**src/common/pcf_pkg.sv**
```systemverilog
package pcf_pkg;
    // Predicate width: one bit per byte of a 256-bit vector.
    localparam int PRED_W = 32;
    localparam int ADDR_W = 4;
    localparam int DATA_W = 32;

    // Element size codes.
    localparam logic [1:0] ESZ_1 = 2'h0;
    localparam logic [1:0] ESZ_2 = 2'h1;
    localparam logic [1:0] ESZ_4 = 2'h2;
    localparam logic [1:0] ESZ_8 = 2'h3;

    // Low-index masks that select the first bit of each element.
    localparam logic [2:0] EMASK_1 = 3'h0;
    localparam logic [2:0] EMASK_2 = 3'h1;
    localparam logic [2:0] EMASK_4 = 3'h3;
    localparam logic [2:0] EMASK_8 = 3'h7;

    // Register offsets and fields.
    localparam logic [ADDR_W-1:0] REG_CTRL = 4'h0;
    localparam logic [ADDR_W-1:0] REG_STATUS = 4'h4;
    localparam int CTRL_ALL_ACTIVE_BIT = 0;
    localparam logic CTRL_RESET = 1'h0;

    // Flag positions in the processor_state_flags vector.
    localparam int FLAG_N = 3;
    localparam int FLAG_Z = 2;
    localparam int FLAG_C = 1;
    localparam int FLAG_V = 0;
    // Reset state matches "no active element": lead 0, empty 1, not-last 1, ovf 0.
    localparam logic [3:0] FLAGS_RESET = 4'h6;

    typedef enum logic [1:0] {
        PCF_OP_TEST = 2'b00,
        PCF_OP_GEN = 2'b01,
        PCF_OP_COMPARE_TERMINATE = 2'b10
    } pcf_op_t;
endpackage

```
**src/logic/pcf_flags.sv**
```systemverilog
`timescale 1ns/1ns
module pcf_flags
    import pcf_pkg::*;
(
    // Clock and reset
    input wire logic i_clk_sys,
    input wire logic i_rst,
    // Register port
    input wire logic [ADDR_W-1:0] i_addr,
    input wire logic [DATA_W-1:0] i_wdata,
    input wire logic i_wr,
    input wire logic i_rd,
    output logic [DATA_W-1:0] o_rdata,
    // Execution unit side
    input wire logic i_valid,
    input wire pcf_op_t i_op,
    input wire logic [1:0] i_esize,
    input wire logic i_unpredicated,
    input wire logic [PRED_W-1:0] i_pred,
    input wire logic [PRED_W-1:0] i_governing_predicate,
    input wire logic i_compare_terminate_lead,
    input wire logic i_compare_terminate_ovf,
    // Flags
    output logic o_flags_valid,
    output logic [3:0] o_processor_state_flags,
    // Condition evaluator
    output logic o_none_cond,
    output logic o_any_cond,
    output logic o_trailing_not_true_cond,
    output logic o_trailing_true_cond,
    output logic o_lead_true_cond,
    output logic o_lead_not_true_cond,
    output logic o_more_after_cond,
    output logic o_trailing_or_empty_cond,
    output logic o_ovf_set_cond,
    output logic o_ovf_clear_cond,
    output logic o_continue_cond,
    output logic o_terminate_cond
);
    logic ctrl_all_active_q;
    logic [3:0] flags_q;
    logic valid_q;
    logic [DATA_W-1:0] rdata_q;
    logic [2:0] emask;
    logic [PRED_W-1:0] gov_eff;
    logic [PRED_W-1:0] start;
    logic [PRED_W-1:0] act;
    logic [PRED_W-1:0] first_hit;
    logic [PRED_W-1:0] last_hit;
    logic [PRED_W:0] below;
    logic [PRED_W:0] above;
    logic lead_c;
    logic empty_c;
    logic not_last_c;

    always_comb
    begin
        case (i_esize)
            ESZ_1: emask = EMASK_1;
            ESZ_2: emask = EMASK_2;
            ESZ_4: emask = EMASK_4;
            ESZ_8: emask = EMASK_8;
            default: emask = EMASK_1;
        endcase
    end

    // Unpredicated operations behave as if every governing bit were TRUE.
    assign gov_eff = (i_unpredicated || ctrl_all_active_q) ? '1 : i_governing_predicate;

    assign below[0] = 1'b0;
    assign above[PRED_W] = 1'b0;

    generate
        for (genvar gi = 0; gi < PRED_W; gi++)
        begin : g_bit
            localparam logic [2:0] LOW_IDX = 3'(gi);
            // Only the lowest bit of an element decides truth and activity.
            assign start[gi] = (LOW_IDX & emask) == 3'h0;
            assign act[gi] = start[gi] & gov_eff[gi];
            assign below[gi+1] = below[gi] | act[gi];
            assign above[gi] = above[gi+1] | act[gi];
            assign first_hit[gi] = act[gi] & ~below[gi];
            assign last_hit[gi] = act[gi] & ~above[gi+1];
        end
    endgenerate

    assign lead_c = |(first_hit & i_pred);
    assign empty_c = ~|(act & i_pred);
    assign not_last_c = ~|(last_hit & i_pred);

    always_ff @(posedge i_clk_sys or posedge i_rst)
    begin
        if (i_rst)
        begin
            flags_q <= FLAGS_RESET;
        end
        else if (i_valid)
        begin
            case (i_op)
                PCF_OP_TEST, PCF_OP_GEN:
                begin
                    flags_q[FLAG_N] <= lead_c;
                    flags_q[FLAG_Z] <= empty_c;
                    flags_q[FLAG_C] <= not_last_c;
                    flags_q[FLAG_V] <= 1'b0;
                end
                PCF_OP_COMPARE_TERMINATE:
                begin
                    flags_q[FLAG_N] <= i_compare_terminate_lead;
                    flags_q[FLAG_V] <= i_compare_terminate_ovf;
                end
                default:
                begin
                    flags_q <= flags_q;
                end
            endcase
        end
    end

    always_ff @(posedge i_clk_sys or posedge i_rst)
    begin
        if (i_rst)
        begin
            valid_q <= 1'b0;
        end
        else
        begin
            valid_q <= i_valid && (i_op != 2'b11);
        end
    end

    always_ff @(posedge i_clk_sys or posedge i_rst)
    begin
        if (i_rst)
        begin
            ctrl_all_active_q <= CTRL_RESET;
        end
        else if (i_wr && i_addr == REG_CTRL)
        begin
            ctrl_all_active_q <= i_wdata[CTRL_ALL_ACTIVE_BIT];
        end
    end

    always_ff @(posedge i_clk_sys or posedge i_rst)
    begin
        if (i_rst)
        begin
            rdata_q <= '0;
        end
        else if (i_rd && i_addr == REG_CTRL)
        begin
            rdata_q <= {{(DATA_W-1){1'b0}}, ctrl_all_active_q};
        end
        else if (i_rd && i_addr == REG_STATUS)
        begin
            rdata_q <= {{(DATA_W-4){1'b0}}, flags_q};
        end
        else
        begin
            rdata_q <= '0;
        end
    end

    assign o_rdata = rdata_q;
    assign o_flags_valid = valid_q;
    assign o_processor_state_flags = flags_q;

    assign o_none_cond = flags_q[FLAG_Z];
    assign o_any_cond = ~flags_q[FLAG_Z];
    assign o_trailing_not_true_cond = flags_q[FLAG_C];
    assign o_trailing_true_cond = ~flags_q[FLAG_C];
    assign o_lead_true_cond = flags_q[FLAG_N];
    assign o_lead_not_true_cond = ~flags_q[FLAG_N];
    assign o_more_after_cond = flags_q[FLAG_C] & ~flags_q[FLAG_Z];
    assign o_trailing_or_empty_cond = ~flags_q[FLAG_C] | flags_q[FLAG_Z];
    assign o_ovf_set_cond = flags_q[FLAG_V];
    assign o_ovf_clear_cond = ~flags_q[FLAG_V];
    assign o_continue_cond = flags_q[FLAG_N] == flags_q[FLAG_V];
    assign o_terminate_cond = flags_q[FLAG_N] != flags_q[FLAG_V];

    logic flag_op;
    assign flag_op = i_valid && (i_op == PCF_OP_TEST || i_op == PCF_OP_GEN);

    property p_lead_elem0;
        @(posedge i_clk_sys) disable iff (i_rst)
        flag_op && gov_eff[0] && i_pred[0] |=> o_lead_true_cond;
    endproperty
    a_lead_elem0: assert property (p_lead_elem0) else $error("lead flag not set");

    property p_empty;
        @(posedge i_clk_sys) disable iff (i_rst)
        flag_op && ((i_pred & gov_eff & start) == '0) |=> o_none_cond && !o_any_cond;
    endproperty
    a_empty: assert property (p_empty) else $error("empty flag wrong");

    property p_last_byte;
        @(posedge i_clk_sys) disable iff (i_rst)
        flag_op && i_esize == ESZ_8 && gov_eff[PRED_W-8] && i_pred[PRED_W-8]
        |=> !o_processor_state_flags[FLAG_C];
    endproperty
    a_last_byte: assert property (p_last_byte) else $error("not-last flag wrong");

    property p_ovf_clear;
        @(posedge i_clk_sys) disable iff (i_rst)
        flag_op |=> o_ovf_clear_cond;
    endproperty
    a_ovf_clear: assert property (p_ovf_clear) else $error("overflow flag not cleared");

    property p_no_active;
        @(posedge i_clk_sys) disable iff (i_rst)
        flag_op && gov_eff == '0 |=> o_trailing_not_true_cond && o_lead_not_true_cond;
    endproperty
    a_no_active: assert property (p_no_active) else $error("no-active flags wrong");

    property p_skip_inactive;
        @(posedge i_clk_sys) disable iff (i_rst)
        flag_op && i_esize == ESZ_2 && gov_eff == 32'h0000_0004 && i_pred == 32'h0000_0001
        |=> o_none_cond && !o_lead_true_cond;
    endproperty
    a_skip_inactive: assert property (p_skip_inactive) else $error("inactive element used");

    property p_odd_bit;
        @(posedge i_clk_sys) disable iff (i_rst)
        flag_op && i_esize == ESZ_2 && !i_unpredicated && !ctrl_all_active_q
        && i_governing_predicate == 32'h0000_0002 |=> o_none_cond;
    endproperty
    a_odd_bit: assert property (p_odd_bit) else $error("non-lead bit counted");

    property p_unpred;
        @(posedge i_clk_sys) disable iff (i_rst)
        flag_op && i_unpredicated && i_pred[0] |=> o_lead_true_cond;
    endproperty
    a_unpred: assert property (p_unpred) else $error("unpredicated lead wrong");

    property p_compare_terminate;
        @(posedge i_clk_sys) disable iff (i_rst)
        i_valid && i_op == PCF_OP_COMPARE_TERMINATE
        |=> o_continue_cond == ($past(i_compare_terminate_lead) == $past(i_compare_terminate_ovf));
    endproperty
    a_compare_terminate: assert property (p_compare_terminate) else $error("continue condition wrong");

    property p_more_after;
        @(posedge i_clk_sys) disable iff (i_rst)
        flag_op && !empty_c && not_last_c |=> o_more_after_cond && !o_trailing_or_empty_cond;
    endproperty
    a_more_after: assert property (p_more_after) else $error("more-after wrong");

    c_compare_terminate_term: cover property (@(posedge i_clk_sys) disable iff (i_rst)
        i_valid && i_op == PCF_OP_COMPARE_TERMINATE ##1 o_terminate_cond);
    c_more_after: cover property (@(posedge i_clk_sys) disable iff (i_rst)
        flag_op ##1 o_more_after_cond);
    c_empty: cover property (@(posedge i_clk_sys) disable iff (i_rst)
        flag_op && !i_unpredicated ##1 o_none_cond);
    c_esize8: cover property (@(posedge i_clk_sys) disable iff (i_rst)
        flag_op && i_esize == ESZ_8 ##1 o_trailing_true_cond);
endmodule

```
**config.mk**
```make
export PLATFORM = sky130hd
export DESIGN_NAME = pcf_flags
export DESIGN_NICKNAME = d
export VERILOG_FILES = /design/src/common/pcf_pkg.sv /design/src/logic/pcf_flags.sv
export SDC_FILE = /design/constraint.sdc
export NUM_CORES = 1
export LEC_CHECK = 0
export BUFFER_PORTS_ARGS = -buffer_cell sky130_fd_sc_hd__buf_4
export CELL_PAD_IN_SITES_DETAIL_PLACEMENT = 0
export CELL_PAD_IN_SITES_GLOBAL_PLACEMENT = 2
export CORE_AREA = 4 4 109 111
export CTS_BUF_LIST = sky130_fd_sc_hd__clkbuf_2 sky130_fd_sc_hd__clkbuf_4 sky130_fd_sc_hd__clkbuf_8
export DETAILED_ROUTE_END_ITERATION = 8
export DIE_AREA = 0 0 113 115
export HOLD_SLACK_MARGIN = 0.15
export MAX_ROUTING_LAYER = met4
export PLACE_DENSITY_LB_ADDON = 0.15
export SLEW_MARGIN = 20
export SYNTH_ARGS = -nofsm -noshare
export SYNTH_HDL_FRONTEND = slang
export SYNTH_SLANG_ARGS = --single-unit
```
**constraint.sdc**
```tcl
create_clock -name i_clk_sys -period 2.4 [get_ports i_clk_sys]
set_clock_uncertainty 0.05 [all_clocks]
set_input_delay 0.24 -clock i_clk_sys [delete_from_list [all_inputs] [get_ports i_clk_sys]]
set_output_delay 0.24 -clock i_clk_sys [all_outputs]
set_load 0.03 [all_outputs]
```
After elaboration in Yosys (flattened, before gate mapping)

Cells that the tools add are included.

Bitwise gates (word level): 221
Reduce and logical (&&, ||, !) cells: 24
Equal/unequal tests: 9
Muxes and demuxes: 6

Operator list:

| cell                                                | number |
|---|---|
| AND 32 bit                                          | 3 |
| OR reduction 32 bit                                 | 3 |
| AND 1 bit                                           | 91 |
| inverter 1 bit                                      | 66 |
| 2-to-1 mux 32 bit                                   | 2 |
| OR 1 bit                                            | 61 |
| zero test 3 bit                                     | 7 |
| one-hot mux 3 bit (4 select lines)                  | 1 |
| equality test 2 bit, second input constant          | 3 |
| equality test 2 x 1 -> 1 bit, second input constant | 2 |
| equality test 4 x 3 -> 1 bit, second input constant | 1 |
| logical AND 1 bit                                   | 4 |
| zero test 2 bit                                     | 2 |
| zero test 4 bit                                     | 1 |
| 2-to-1 mux 4 bit                                    | 1 |
| one-hot mux 1 bit (2 select lines)                  | 2 |
| AND reduction 2 bit                                 | 2 |
| zero test 1 bit                                     | 2 |
| inequality test 2 bit, second input constant        | 1 |
| nonzero test 2 bit                                  | 1 |
| OR reduction 2 bit                                  | 1 |
| equality test 1 bit                                 | 1 |
| logical OR 1 bit                                    | 1 |
| inequality test 1 bit                               | 1 |

Logic and storage cells: 265
Bits in registers: 38
Output and inout port bits: 49
Input port bits: 112

Logic depth before layout (Yosys ltp)

Gate-level depths: netlist (run 1).

Word-level depth: 39
Depth in mapped cells: 10
Mapped depth without buffers: 7

Least setup slack after synthesis (run 1)

OpenSTA, ideal clock, no wires.

Kind: register -> register
Start: reg ctrl_all_active_q
End: reg flags_q[1], in the netlist o_processor_state_flags[1]
Library setup time: 0.072 ns
Arrival: 2.006 ns
Path buffers: 3
Setup slack: 0.272 ns
Stages on the path, launching flop included: 10
Data required time: 2.278 ns
Clock period less this slack: 2.128 ns
Path through: dfrtp_1 -> buf_6 -> or2_1 -> buf_6 -> buf_6 -> o21ai_0 -> mux2_2 -> nor4_2 -> o211ai_1 -> o21ai_1

Longest elaborated chain between the ends: 38
Elaborated cells on any way between the ends: 125
Those cells by class: mux (1); bitwise (121); reduce/logical (3)

RTL lines:

| what                          | RTL line         | RTL |
|---|---|---|
| start, declared               | pcf_flags.sv:40  | `logic ctrl_all_active_q;` |
| start signal, assigned        | pcf_flags.sv:140 | `ctrl_all_active_q <= i_wdata[CTRL_ALL_ACTIVE_BIT];` |
| logical OR 1 bit *            | pcf_flags.sv:68  | `assign gov_eff = (i_unpredicated \|\| ctrl_all_active_q) ? '1 : i_governing_predicate;` |
| 2-to-1 mux 32 bit *           | pcf_flags.sv:68  |  |
| AND 1 bit                     | pcf_flags.sv:79  | `assign act[gi] = start[gi] & gov_eff[gi];` |
| OR 1 bit (30 in series)       | pcf_flags.sv:81  | `assign above[gi] = above[gi+1] \| act[gi];` |
| inverter 1 bit                | pcf_flags.sv:83  | `assign last_hit[gi] = act[gi] & ~above[gi+1];` |
| AND 1 bit                     | pcf_flags.sv:83  |  |
| AND 32 bit *                  | pcf_flags.sv:89  | `assign not_last_c = ~\|(last_hit & i_pred);` |
| OR reduction 32 bit *         | pcf_flags.sv:89  |  |
| zero test 1 bit *             | pcf_flags.sv:89  |  |
| end signal, assigned by index | pcf_flags.sv:102 | `flags_q[FLAG_N] <= lead_c;` |
| end signal, assigned by index | pcf_flags.sv:103 | `flags_q[FLAG_Z] <= empty_c;` |
| end signal, assigned by index | pcf_flags.sv:104 | `flags_q[FLAG_C] <= not_last_c;` |
| end, declared                 | pcf_flags.sv:41  | `logic [3:0] flags_q;` |

Mark *: on every way between the ends. The rest lies on a longest branch, timed or not.
A chain may end at the register's enable or synchronous reset.

Worst setup path after layout (run 1)

Same ends and word-level chain as after synthesis.

==> out/qor_table.md, run 1 <==
| Metric | Reported |
|:---|:---|
| Share of total power consumed by net switching | 0.459 |
| Kind of cell with the highest combined delay on the critical path | compound AO/OA/AOI/OAI gates |
| Fin. max-slew vios | 0 |
| Number of nets in the layout | 563 |
| Delay contributed by the slowest stage of the critical path | 0.44 ns |
| CP Class | flip-flop to flip-flop |
| Final period util | 0.978 |
| Share of cells above drive strength 1 | 0.422 |
| Worst setup path start | ctrl_all_active_q$_DFFE_PP0P_ |
| Crit. path cell count | 8 |
| Internal Power | 672 uW |
| Sequential Power Share | 0.166 |
| Vias in the first global route | 2835 |
| Type of the worst min-delay path | input pin to flip-flop |
| Combined global-route utilization of all metal layers | 0.145 |
| Fmax | 0.426 GHz |
| Clk root buf | sky130_fd_sc_hd__clkbuf_8 |
| Ratio of routed vias to standard cells | 4.77 |
| Worst-margin pin slew | 0.566 ns |
| Number of cells produced by synthesis | 316 |
| X dimension of the die | 113 microns |
| Netlist area before placement | 0.00213 sq mm |
| Data required time of the critical path | 2.50 ns |
| Final standard cell area without fillers | 0.00337 sq mm |
| Combinational fraction of design power | 0.678 |
| Diode count | 0 |
| Source-to-sink clock delay at the later pin of the worst-skew pair | 0.24 ns |
| DIE HEIGHT | 115 microns |
| Buffers & Inverters on Critical Path | 1 |
| Power per cell area | 369 mW/mm^2 |
| Number of search-and-repair iterations in the first detailed-routing pass | 4 |
| Global-route wire length before repair | 14.6 mm |
| Floorplan die area | 0.0130 sq mm |
| Initial antenna violation count | 0 |
| Startpoint class of the critical path | flip-flop |
| Critical path endpoint | o_processor_state_flags[1]$_DFFE_PP1P_ |
| Number of buffers added on ports | 101 |
| Level count of the clock H-tree | 1 |
| Number of design rule violations left after detail routing | 0 |
| Post-detail-place hpwl | 8.15 mm |
| CTS tree | built |
| Commonest cells after routing, fill and taps aside | sky130_fd_sc_hd__buf_4, sky130_fd_sc_hd__nand2_1, sky130_fd_sc_hd__nor2_1, sky130_fd_sc_hd__conb_1, sky130_fd_sc_hd__o21ai_0 |
| Routed wire length | 9.63 mm |
| Grt ovf | 0 |
| Cell type of the slowest stage on the worst timing path | sky130_fd_sc_hd__dfrtp_2 |
| Weighted congestion reported at the end of routability-driven placement | 0.843 |
| Critical-path maximum fanout | 6 |
| Initial DRC Count | 161 |
| Number of cells on the worst hold path | 3 |
| Final hold viol count | 0 |
| Syn Area/Cell | 6.75 sq um |
| DRT antenna net count | 0 |
| Worst-case setup margin in the final layout | 0.0519 ns |
| Critical path cell sequence | buf_6 > or3_4 > nor3b_4 > o311ai_2 > o211ai_1 > a2111oi_2 > o31a_1 > o21ai_1 |
| CTS Buffer Depth | 2 |
| Number of distinct library cell variants in the gate-level netlist after synthesis | 62 |
| Share of the yosys chip area belonging to registers | 0.119 |
| Worst rel slew slack | 0.623 |
| Number of ports placed on the die boundary | 161 |
| Beginning of the worst register-to-register path | ctrl_all_active_q$_DFFE_PP0P_ |
| Endpoint type of the worst setup path | flip-flop |
| Number of max-capacitance violations reported | 0 |
| Worst Reg2Reg Path Length in Cells | 8 |
| Share of total power in the clock network | 0.156 |
| CTS buffer count | 3 |
| Register bit total from synthesis | 10 |
| Most instantiated flip-flop cell in the synthesis netlist | sky130_fd_sc_hd__dfrtp_1 |
| Vias post-DR | 2817 |
| Share of synthesized registers carrying an async set or reset | 1.00 |
| Most common cell after layout, fill and taps aside | sky130_fd_sc_hd__buf_4 |
| Worst EP arrival | 2.44 ns |
| Result of the run | finished, final reports clean |
| Switching power total | 570 uW |
| Post-route minimum period | 2.35 ns |
| Starting density of the core | 0.198 |
| IR Drop Worst-Case VDD | 268 uV |
| Static leakage | 0.00150 uW |
| Pin count of the biggest net entering global routing | 23 |
| Standard cell area after detailed placement | 0.00320 sq mm |
| Pre-CTS worst setup slack | -0.0141 ns |
| Final setup violation count | 0 |
| Synth warn | 0 |
| Number of cell rows | 38 |
| Setup slack on the worst flop-to-flop path | 0.05 ns |
| Final sum of negative setup slack | 0 ns |
| Clock transition at path regs | 0.05 ns |
| Setup repair after global routing missed its margin | yes |
| P&R area growth vs syn | 57.9% |
| Destination of the worst register-to-register timing path | o_processor_state_flags[1]$_DFFE_PP1P_ |
| Sinks on Clock Net | 10 |
| Final Util | 0.312 |
| Routed len/inst | 16.3 microns |
| Number of flops mapped to enable cells by yosys | 0 |
| Core Box Area | 0.0108 sq mm |
-- tightest hold or removal path, stage by stage --
cell and delay [ns]:
sky130_fd_sc_hd__buf_4 0.11, sky130_fd_sc_hd__nand2_1 0.05, sky130_fd_sc_hd__nor2_1 0.04
-- per-layer routing --
layer / global-route usage / part of all wire
met1: 0.196 / 0.46
met2: 0.238 / 0.47
met3: 0.0142 / 0.061
met4: 0.0256 / 0.0093
met5: - / 0
-- sequential cells by signal, summed over array words and instances (netlist names) --
name / count
o_processor_state_flags: 4
o_rdata: 4
ctrl_all_active_q: 1
o_flags_valid: 1
-- cell usage after synthesis, types with 2 or more instances --
cell,instances,area share
sky130_fd_sc_hd__a2111oi_0,4,0.016
sky130_fd_sc_hd__a2111oi_2,2,0.014
sky130_fd_sc_hd__a211oi_1,4,0.014
sky130_fd_sc_hd__a21oi_1,17,0.040
sky130_fd_sc_hd__a22oi_1,2,0.0070
sky130_fd_sc_hd__a31oi_1,4,0.012
sky130_fd_sc_hd__and2_1,2,0.0059
sky130_fd_sc_hd__and3_1,2,0.0059
sky130_fd_sc_hd__buf_2,7,0.016
sky130_fd_sc_hd__buf_4,32,0.11
sky130_fd_sc_hd__buf_6,5,0.026
sky130_fd_sc_hd__clkbuf_1,4,0.0070
sky130_fd_sc_hd__dfrtp_1,8,0.094
sky130_fd_sc_hd__dfstp_2,2,0.025
sky130_fd_sc_hd__inv_1,15,0.026
sky130_fd_sc_hd__mux2_2,3,0.016
sky130_fd_sc_hd__nand2_1,28,0.049
sky130_fd_sc_hd__nand2b_1,3,0.0088
sky130_fd_sc_hd__nand3_1,4,0.0094
sky130_fd_sc_hd__nand3b_1,3,0.011
sky130_fd_sc_hd__nand4_1,3,0.0088
sky130_fd_sc_hd__nor2_1,29,0.051
sky130_fd_sc_hd__nor2b_1,3,0.0088
sky130_fd_sc_hd__nor3_1,24,0.056
sky130_fd_sc_hd__nor3_2,4,0.019
sky130_fd_sc_hd__nor3b_1,5,0.018
sky130_fd_sc_hd__nor4_1,4,0.012
sky130_fd_sc_hd__o2111ai_1,4,0.016
sky130_fd_sc_hd__o211ai_1,8,0.028
sky130_fd_sc_hd__o21a_1,2,0.0070
sky130_fd_sc_hd__o21ai_0,24,0.056
sky130_fd_sc_hd__o21ai_1,3,0.0070
sky130_fd_sc_hd__o221ai_1,3,0.012
sky130_fd_sc_hd__o22a_1,3,0.012
sky130_fd_sc_hd__o22ai_1,4,0.012
sky130_fd_sc_hd__o31ai_1,6,0.021
sky130_fd_sc_hd__or2_1,2,0.0059
sky130_fd_sc_hd__or2_2,2,0.0059
sky130_fd_sc_hd__or3_1,8,0.023
sky130_fd_sc_hd__or3b_2,2,0.0082
-- timing repair --
item / CTS / global route
endpoints found under the hold margin: 8 / 0
endpoints found under the setup margin: 2 / 3
setup buffers: 0 / 2
gates resized for setup: 3 / 17
pin swaps: 2 / 9
hold buffers: 1 / 0
-- cell families (layout without fill, tap and decap cells) --
logic type	count (synthesis)	in the layout	share of synthesized area
AND/OR/NAND/NOR	137	137	0.351
AO/OA/AOI/OAI	99	99	0.313
buffers and inverters	64	171	0.191
flip-flops	10	10	0.119
multiplexers	4	4	0.0205
other	1	28	0.00176
XOR/XNOR	1	1	0.00411
-- worst min path at each step --
stage,start,end,slack (ns)
floorplan,i_rst,ctrl_all_active_q$_DFFE_PP0P_,0.03
finish,i_rd,o_rdata[0]$_DFF_PP0_,0.18
global placement,i_rst,o_rdata[0]$_DFF_PP0_,0.21
CTS,i_rd,o_rdata[0]$_DFF_PP0_,0.18
global route,i_rd,o_rdata[0]$_DFF_PP0_,0.19
detailed placement,i_rst,o_rdata[0]$_DFF_PP0_,0.21
-- per-stage QoR --
step | total power [uW] | hold WS [ns] | instances
after floorplan | 694 | 0.0287 | 343
after global placement | 1010 | 0.210 | 583
after detailed placement | 1010 | 0.206 | 583
after CTS | 1210 | 0.179 | 588
after global routing | 1320 | 0.192 | 590
final | 1240 | 0.181 | 590
-- power by group through the flow --
| stage | Sequential (uW) | Clock (uW) | Combinational [uW] |
|---|---|---|---|
| final | 206 | 194 | 842 |
| after global routing | 208 | 203 | 912 |
| after CTS | 205 | 198 | 811 |
| after detailed placement | 206 | 0 | 803 |
| after global placement | 206 | 0 | 807 |
| after floorplan | 218 | 0 | 475 |
-- final cells by class --
| type | count | area (sq um) |
|---|---|---|
| Inverter | 15 | 56.3 |
| Clock buffer | 4 | 48.8 |
| Multi-Input combinational cell | 269 | 1660 |
| Tap cell | 140 | 175 |
| Fill cell | 1181 | 7430 |
| Sequential cell | 10 | 254 |
| Timing Repair Buffer | 152 | 1180 |
Note: power is estimated with default switching activity, not from simulation.
==> inputs of run 2 (changes only) <==
Settings changed: ABC_AREA set to 1, CORE_AREA 4 4 109 111 to 4 4 111 113, DIE_AREA 0 0 113 115 to 0 0 115 117, SLEW_MARGIN 20 to not set.
==> run 2 against run 1 <==
  * First-iteration DRC count fell by 55%
  * Global-route usage shrank 3.4 points
  * Register-to-register slack worse by 0.11 ns
  * Maximum frequency down 4.3%
  * Non-clock buffer count down 21
  * Synthesized cell count grew 7.9%
  * Clock-buffer cell count is the same
  * Highest routed layer unchanged
  * The run now ends with setup timing left
  * Worst setup slack got worse by 0.11 ns
==> out/qor_table.md, run 2 <==
| Metric | Reported |
|:---|:---|
| Result of the run | finished, violations left |
| Violated checks | setup timing |
| Biggest area contributors in the synthesized netlist | sky130_fd_sc_hd__nand2_1, sky130_fd_sc_hd__buf_4, sky130_fd_sc_hd__inv_1 |
| Fraction of post-synthesis cell area in the top cell type by area | 0.191 |
| Diode count | 0 |
| Xor-xnor portion of the synthesized cell area | 0.00460 |
| Static leakage | 0.00171 uW |
| Critical path cell sequence | inv_2 > nand2_4 > buf_12 > nor2_4 > nand2_2 > nor2_4 > nand2_2 > nor4_4 > nand4_1 > nor4_2 > nand2_1 > nor2_1 > nand2_1 > nand2_2 > nand2_1 > nand2_1 |
| Data required time of the critical path | 2.53 ns |
| Post-route minimum period | 2.45 ns |
| Commonest cells after routing, fill and taps aside | sky130_fd_sc_hd__buf_4, sky130_fd_sc_hd__nand2_1, sky130_fd_sc_hd__inv_1 |
| IR Drop Worst-Case VDD | 248 uV |
| Number of ports placed on the die boundary | 161 |
| Number of max-capacitance violations reported | 0 |
| Commonest cells in the synthesized netlist | sky130_fd_sc_hd__nand2_1, sky130_fd_sc_hd__inv_1, sky130_fd_sc_hd__nor2_1 |
| Combined global-route utilization of all metal layers | 0.111 |
| Sinks on Clock Net | 10 |
| Clock transition at path regs | 0.05 ns |
| CTS buffer count | 3 |
| Highest routing layer actually used | met4 |
| Combinational family with the most area after synthesis | simple AND/OR/NAND/NOR gates |
| Fill cells | 1341 |
| Area of all sequential standard cells | 254 sq um |
| Cell type of the slowest stage on the worst timing path | sky130_fd_sc_hd__dfrtp_2 |
| Grt ovf | 0 |
| Endpoint type of the worst setup path | flip-flop |
| Share of synthesized cell area in and, or, nand and nor gates | 0.405 |
| Portion of netlist area occupied by mux cells | 0 |
| Initial DRC Count | 72 |
| Power per cell area | 342 mW/mm^2 |
| Critical-path maximum fanout | 12 |
| Routed length on met2 | 3.67 mm |
| Starting density of the core | 0.168 |
| Final setup violation count | 1 |
| Setup repair after global routing missed its margin | yes |
| Synth warn | 0 |
| Fin. max-slew vios | 0 |
| Sum of met3 wire segment lengths after detailed routing | 439 microns |
| Number of flops mapped to enable cells by yosys | 0 |
| Routed len/inst | 12.8 microns |
| Cell with the most instances after synthesis | sky130_fd_sc_hd__nand2_1 |
| Share of synthesized registers carrying an async set or reset | 1.00 |
| Number of cell rows | 39 |
| Pre-CTS worst setup slack | -0.0866 ns |
| Core Box Area | 0.0113 sq mm |
| Worst rel slew slack | 0.640 |
| Weighted congestion reported at the end of routability-driven placement | 0.813 |
| Most common cell after layout, fill and taps aside | sky130_fd_sc_hd__buf_4 |
| Syn Area/Cell | 5.58 sq um |
| CP Class | flip-flop to flip-flop |
| Complex-gate fraction of the synthesized area | 0.176 |
| Final sum of negative setup slack | -0.0534 ns |
| Startpoint class of the critical path | flip-flop |
| Number of cells produced by synthesis | 341 |
| Initial antenna violation count | 0 |
| Routed wire length | 7.78 mm |
| Source-to-sink clock delay at the later pin of the worst-skew pair | 0.24 ns |
| Fmax | 0.408 GHz |
| Standard cell area after detailed placement | 0.00288 sq mm |
| CTS tree | built |
| Worst-margin pin slew | 0.526 ns |
| Worst-case setup margin in the final layout | -0.0534 ns |
| Vias post-DR | 2382 |
| Number of distinct library cell variants in the gate-level netlist after synthesis | 34 |
| Worst EP arrival | 2.58 ns |
| Share of cells above drive strength 1 | 0.377 |
| Most instantiated flip-flop cell in the synthesis netlist | sky130_fd_sc_hd__dfrtp_1 |
| Floorplan die area | 0.0135 sq mm |
| Global-route wire length before repair | 11.3 mm |
| Pin count of the biggest net entering global routing | 15 |
| Final hold viol count | 0 |
| Kind of cell with the highest combined delay on the critical path | simple AND/OR/NAND/NOR gates |
| Clk root buf | sky130_fd_sc_hd__clkbuf_8 |
| Number of design rule violations left after detail routing | 0 |
| Type of the worst min-delay path | input pin to flip-flop |
| Post-detail-place hpwl | 6.99 mm |
| Number of nets in the layout | 580 |
| Number of search-and-repair iterations in the first detailed-routing pass | 4 |
| DIE HEIGHT | 117 microns |
| Final period util | 1.02 |
| Number of buffers added on ports | 101 |
| Delay contributed by the slowest stage of the critical path | 0.43 ns |
| Vias in the first global route | 2318 |
| P&R area growth vs syn | 62.0% |
| X dimension of the die | 115 microns |
| Ratio of routed vias to standard cells | 3.90 |
| Netlist area before placement | 0.00190 sq mm |
| Buffers & Inverters on Critical Path | 2 |
| Register bit total from synthesis | 10 |
| Worst path most repeated cell | sky130_fd_sc_hd__nand2_1 |
| Wire length on met1 | 3.64 mm |
| DRT antenna net count | 0 |
| Area of the multi-input gates | 0.00133 sq mm |
| Adder and majority gate portion of the synthesized area | 0 |
| Level count of the clock H-tree | 1 |
| Final standard cell area without fillers | 0.00308 sq mm |
| Top cell type by total area after synthesis | sky130_fd_sc_hd__nand2_1 |
| CTS Buffer Depth | 2 |
| Share of the yosys chip area belonging to registers | 0.133 |
[run 2: cell types whose count changed in the layout (fill, tap and decap cells not counted), moves of 7 or more]
cell	previous run	this run
sky130_fd_sc_hd__a21oi_1	17	7
sky130_fd_sc_hd__buf_4	147	127
sky130_fd_sc_hd__inv_1	15	58
sky130_fd_sc_hd__nand2_1	28	94
sky130_fd_sc_hd__nand3_1	4	15
sky130_fd_sc_hd__nor3_1	21	3
sky130_fd_sc_hd__o21ai_0	24	17
sky130_fd_sc_hd__o21ai_1	2	11
sky130_fd_sc_hd__or3_1	8	0
[run 2: stage by stage]
| stage | power [uW] | hold slack, ns | utilization | std cells |
|---|---|---|---|---|
| global placement | 822 | 0.209 | 0.255 | 601 |
| detailed placement | 819 | 0.216 | 0.255 | 601 |
| floorplan | 587 | 0.0287 | - | 368 |
| finish | 1050 | 0.173 | 0.272 | 610 |
| global route | 1130 | 0.182 | 0.272 | 610 |
| CTS | 1050 | 0.169 | 0.264 | 609 |
[run 2: repair_timing]
item | 4_1_cts | 5_1_grt
setup buffers | 3 | 1
pin swaps | 4 | 13
hold endpoints to repair | 8 | 0
hold buffers | 1 | 0
gates resized for setup | 5 | 22
endpoints found under the setup margin | 2 | 3
[run 2: layer usage]
layer | vias up | GRT usage
li1 | 1274 | -
met3 | 2 | 0.0103
met5 | - | -
met4 | 0 | 0.0211
met2 | 87 | 0.187
met1 | 1019 | 0.147
[run 2: power by group]
part	internal, uW	total, uW	switching, uW	leakage, uW
logic	261	643	382	0.00156
clock network	144	213	68.4	0.0000288
registers	183	198	14.2	0.000124
[run 2: kinds of logic (layout without fill, tap and decap cells)]
logic type / count (synthesis) / in the layout
simple gates: 174 / 174
buf+inv: 101 / 200
compound gates: 54 / 54
flops: 10 / 10
other cells: 1 / 28
xor+xnor: 1 / 1
[run 2: final cells by class]
| type | instances | share of cell area |
|---|---|---|
| Clock buffer | 4 | 0.0179 |
| Inverter | 65 | 0.0800 |
| Multi-Input combinational cell | 257 | 0.430 |
| Sequential cell | 10 | 0.0824 |
| Tap cell | 143 | 0.0580 |
| Timing Repair Buffer | 131 | 0.332 |
[run 2: path summary, 6_finish.rpt]
kind | start | end | slack, ns | cells past startpoint
setup / recovery | ctrl_all_active_q$_DFFE_PP0P_ | o_processor_state_flags[3]$_DFFE_PP0P_ | -0.05 | 16
hold / removal | i_op[0] | o_flags_valid$_DFF_PP0_ | 0.17 | 2
setup reg to reg | ctrl_all_active_q$_DFFE_PP0P_ | o_processor_state_flags[3]$_DFFE_PP0P_ | -0.05 | 16
hold reg to reg | o_processor_state_flags[1]$_DFFE_PP1P_ | o_processor_state_flags[1]$_DFFE_PP1P_ | 0.49 | 2
max in group asynchronous | i_rst | o_processor_state_flags[2]$_DFFE_PP1P_ | 1.47 | 3
min in group asynchronous | i_rst | o_rdata[0]$_DFF_PP0_ | 0.51 | 3
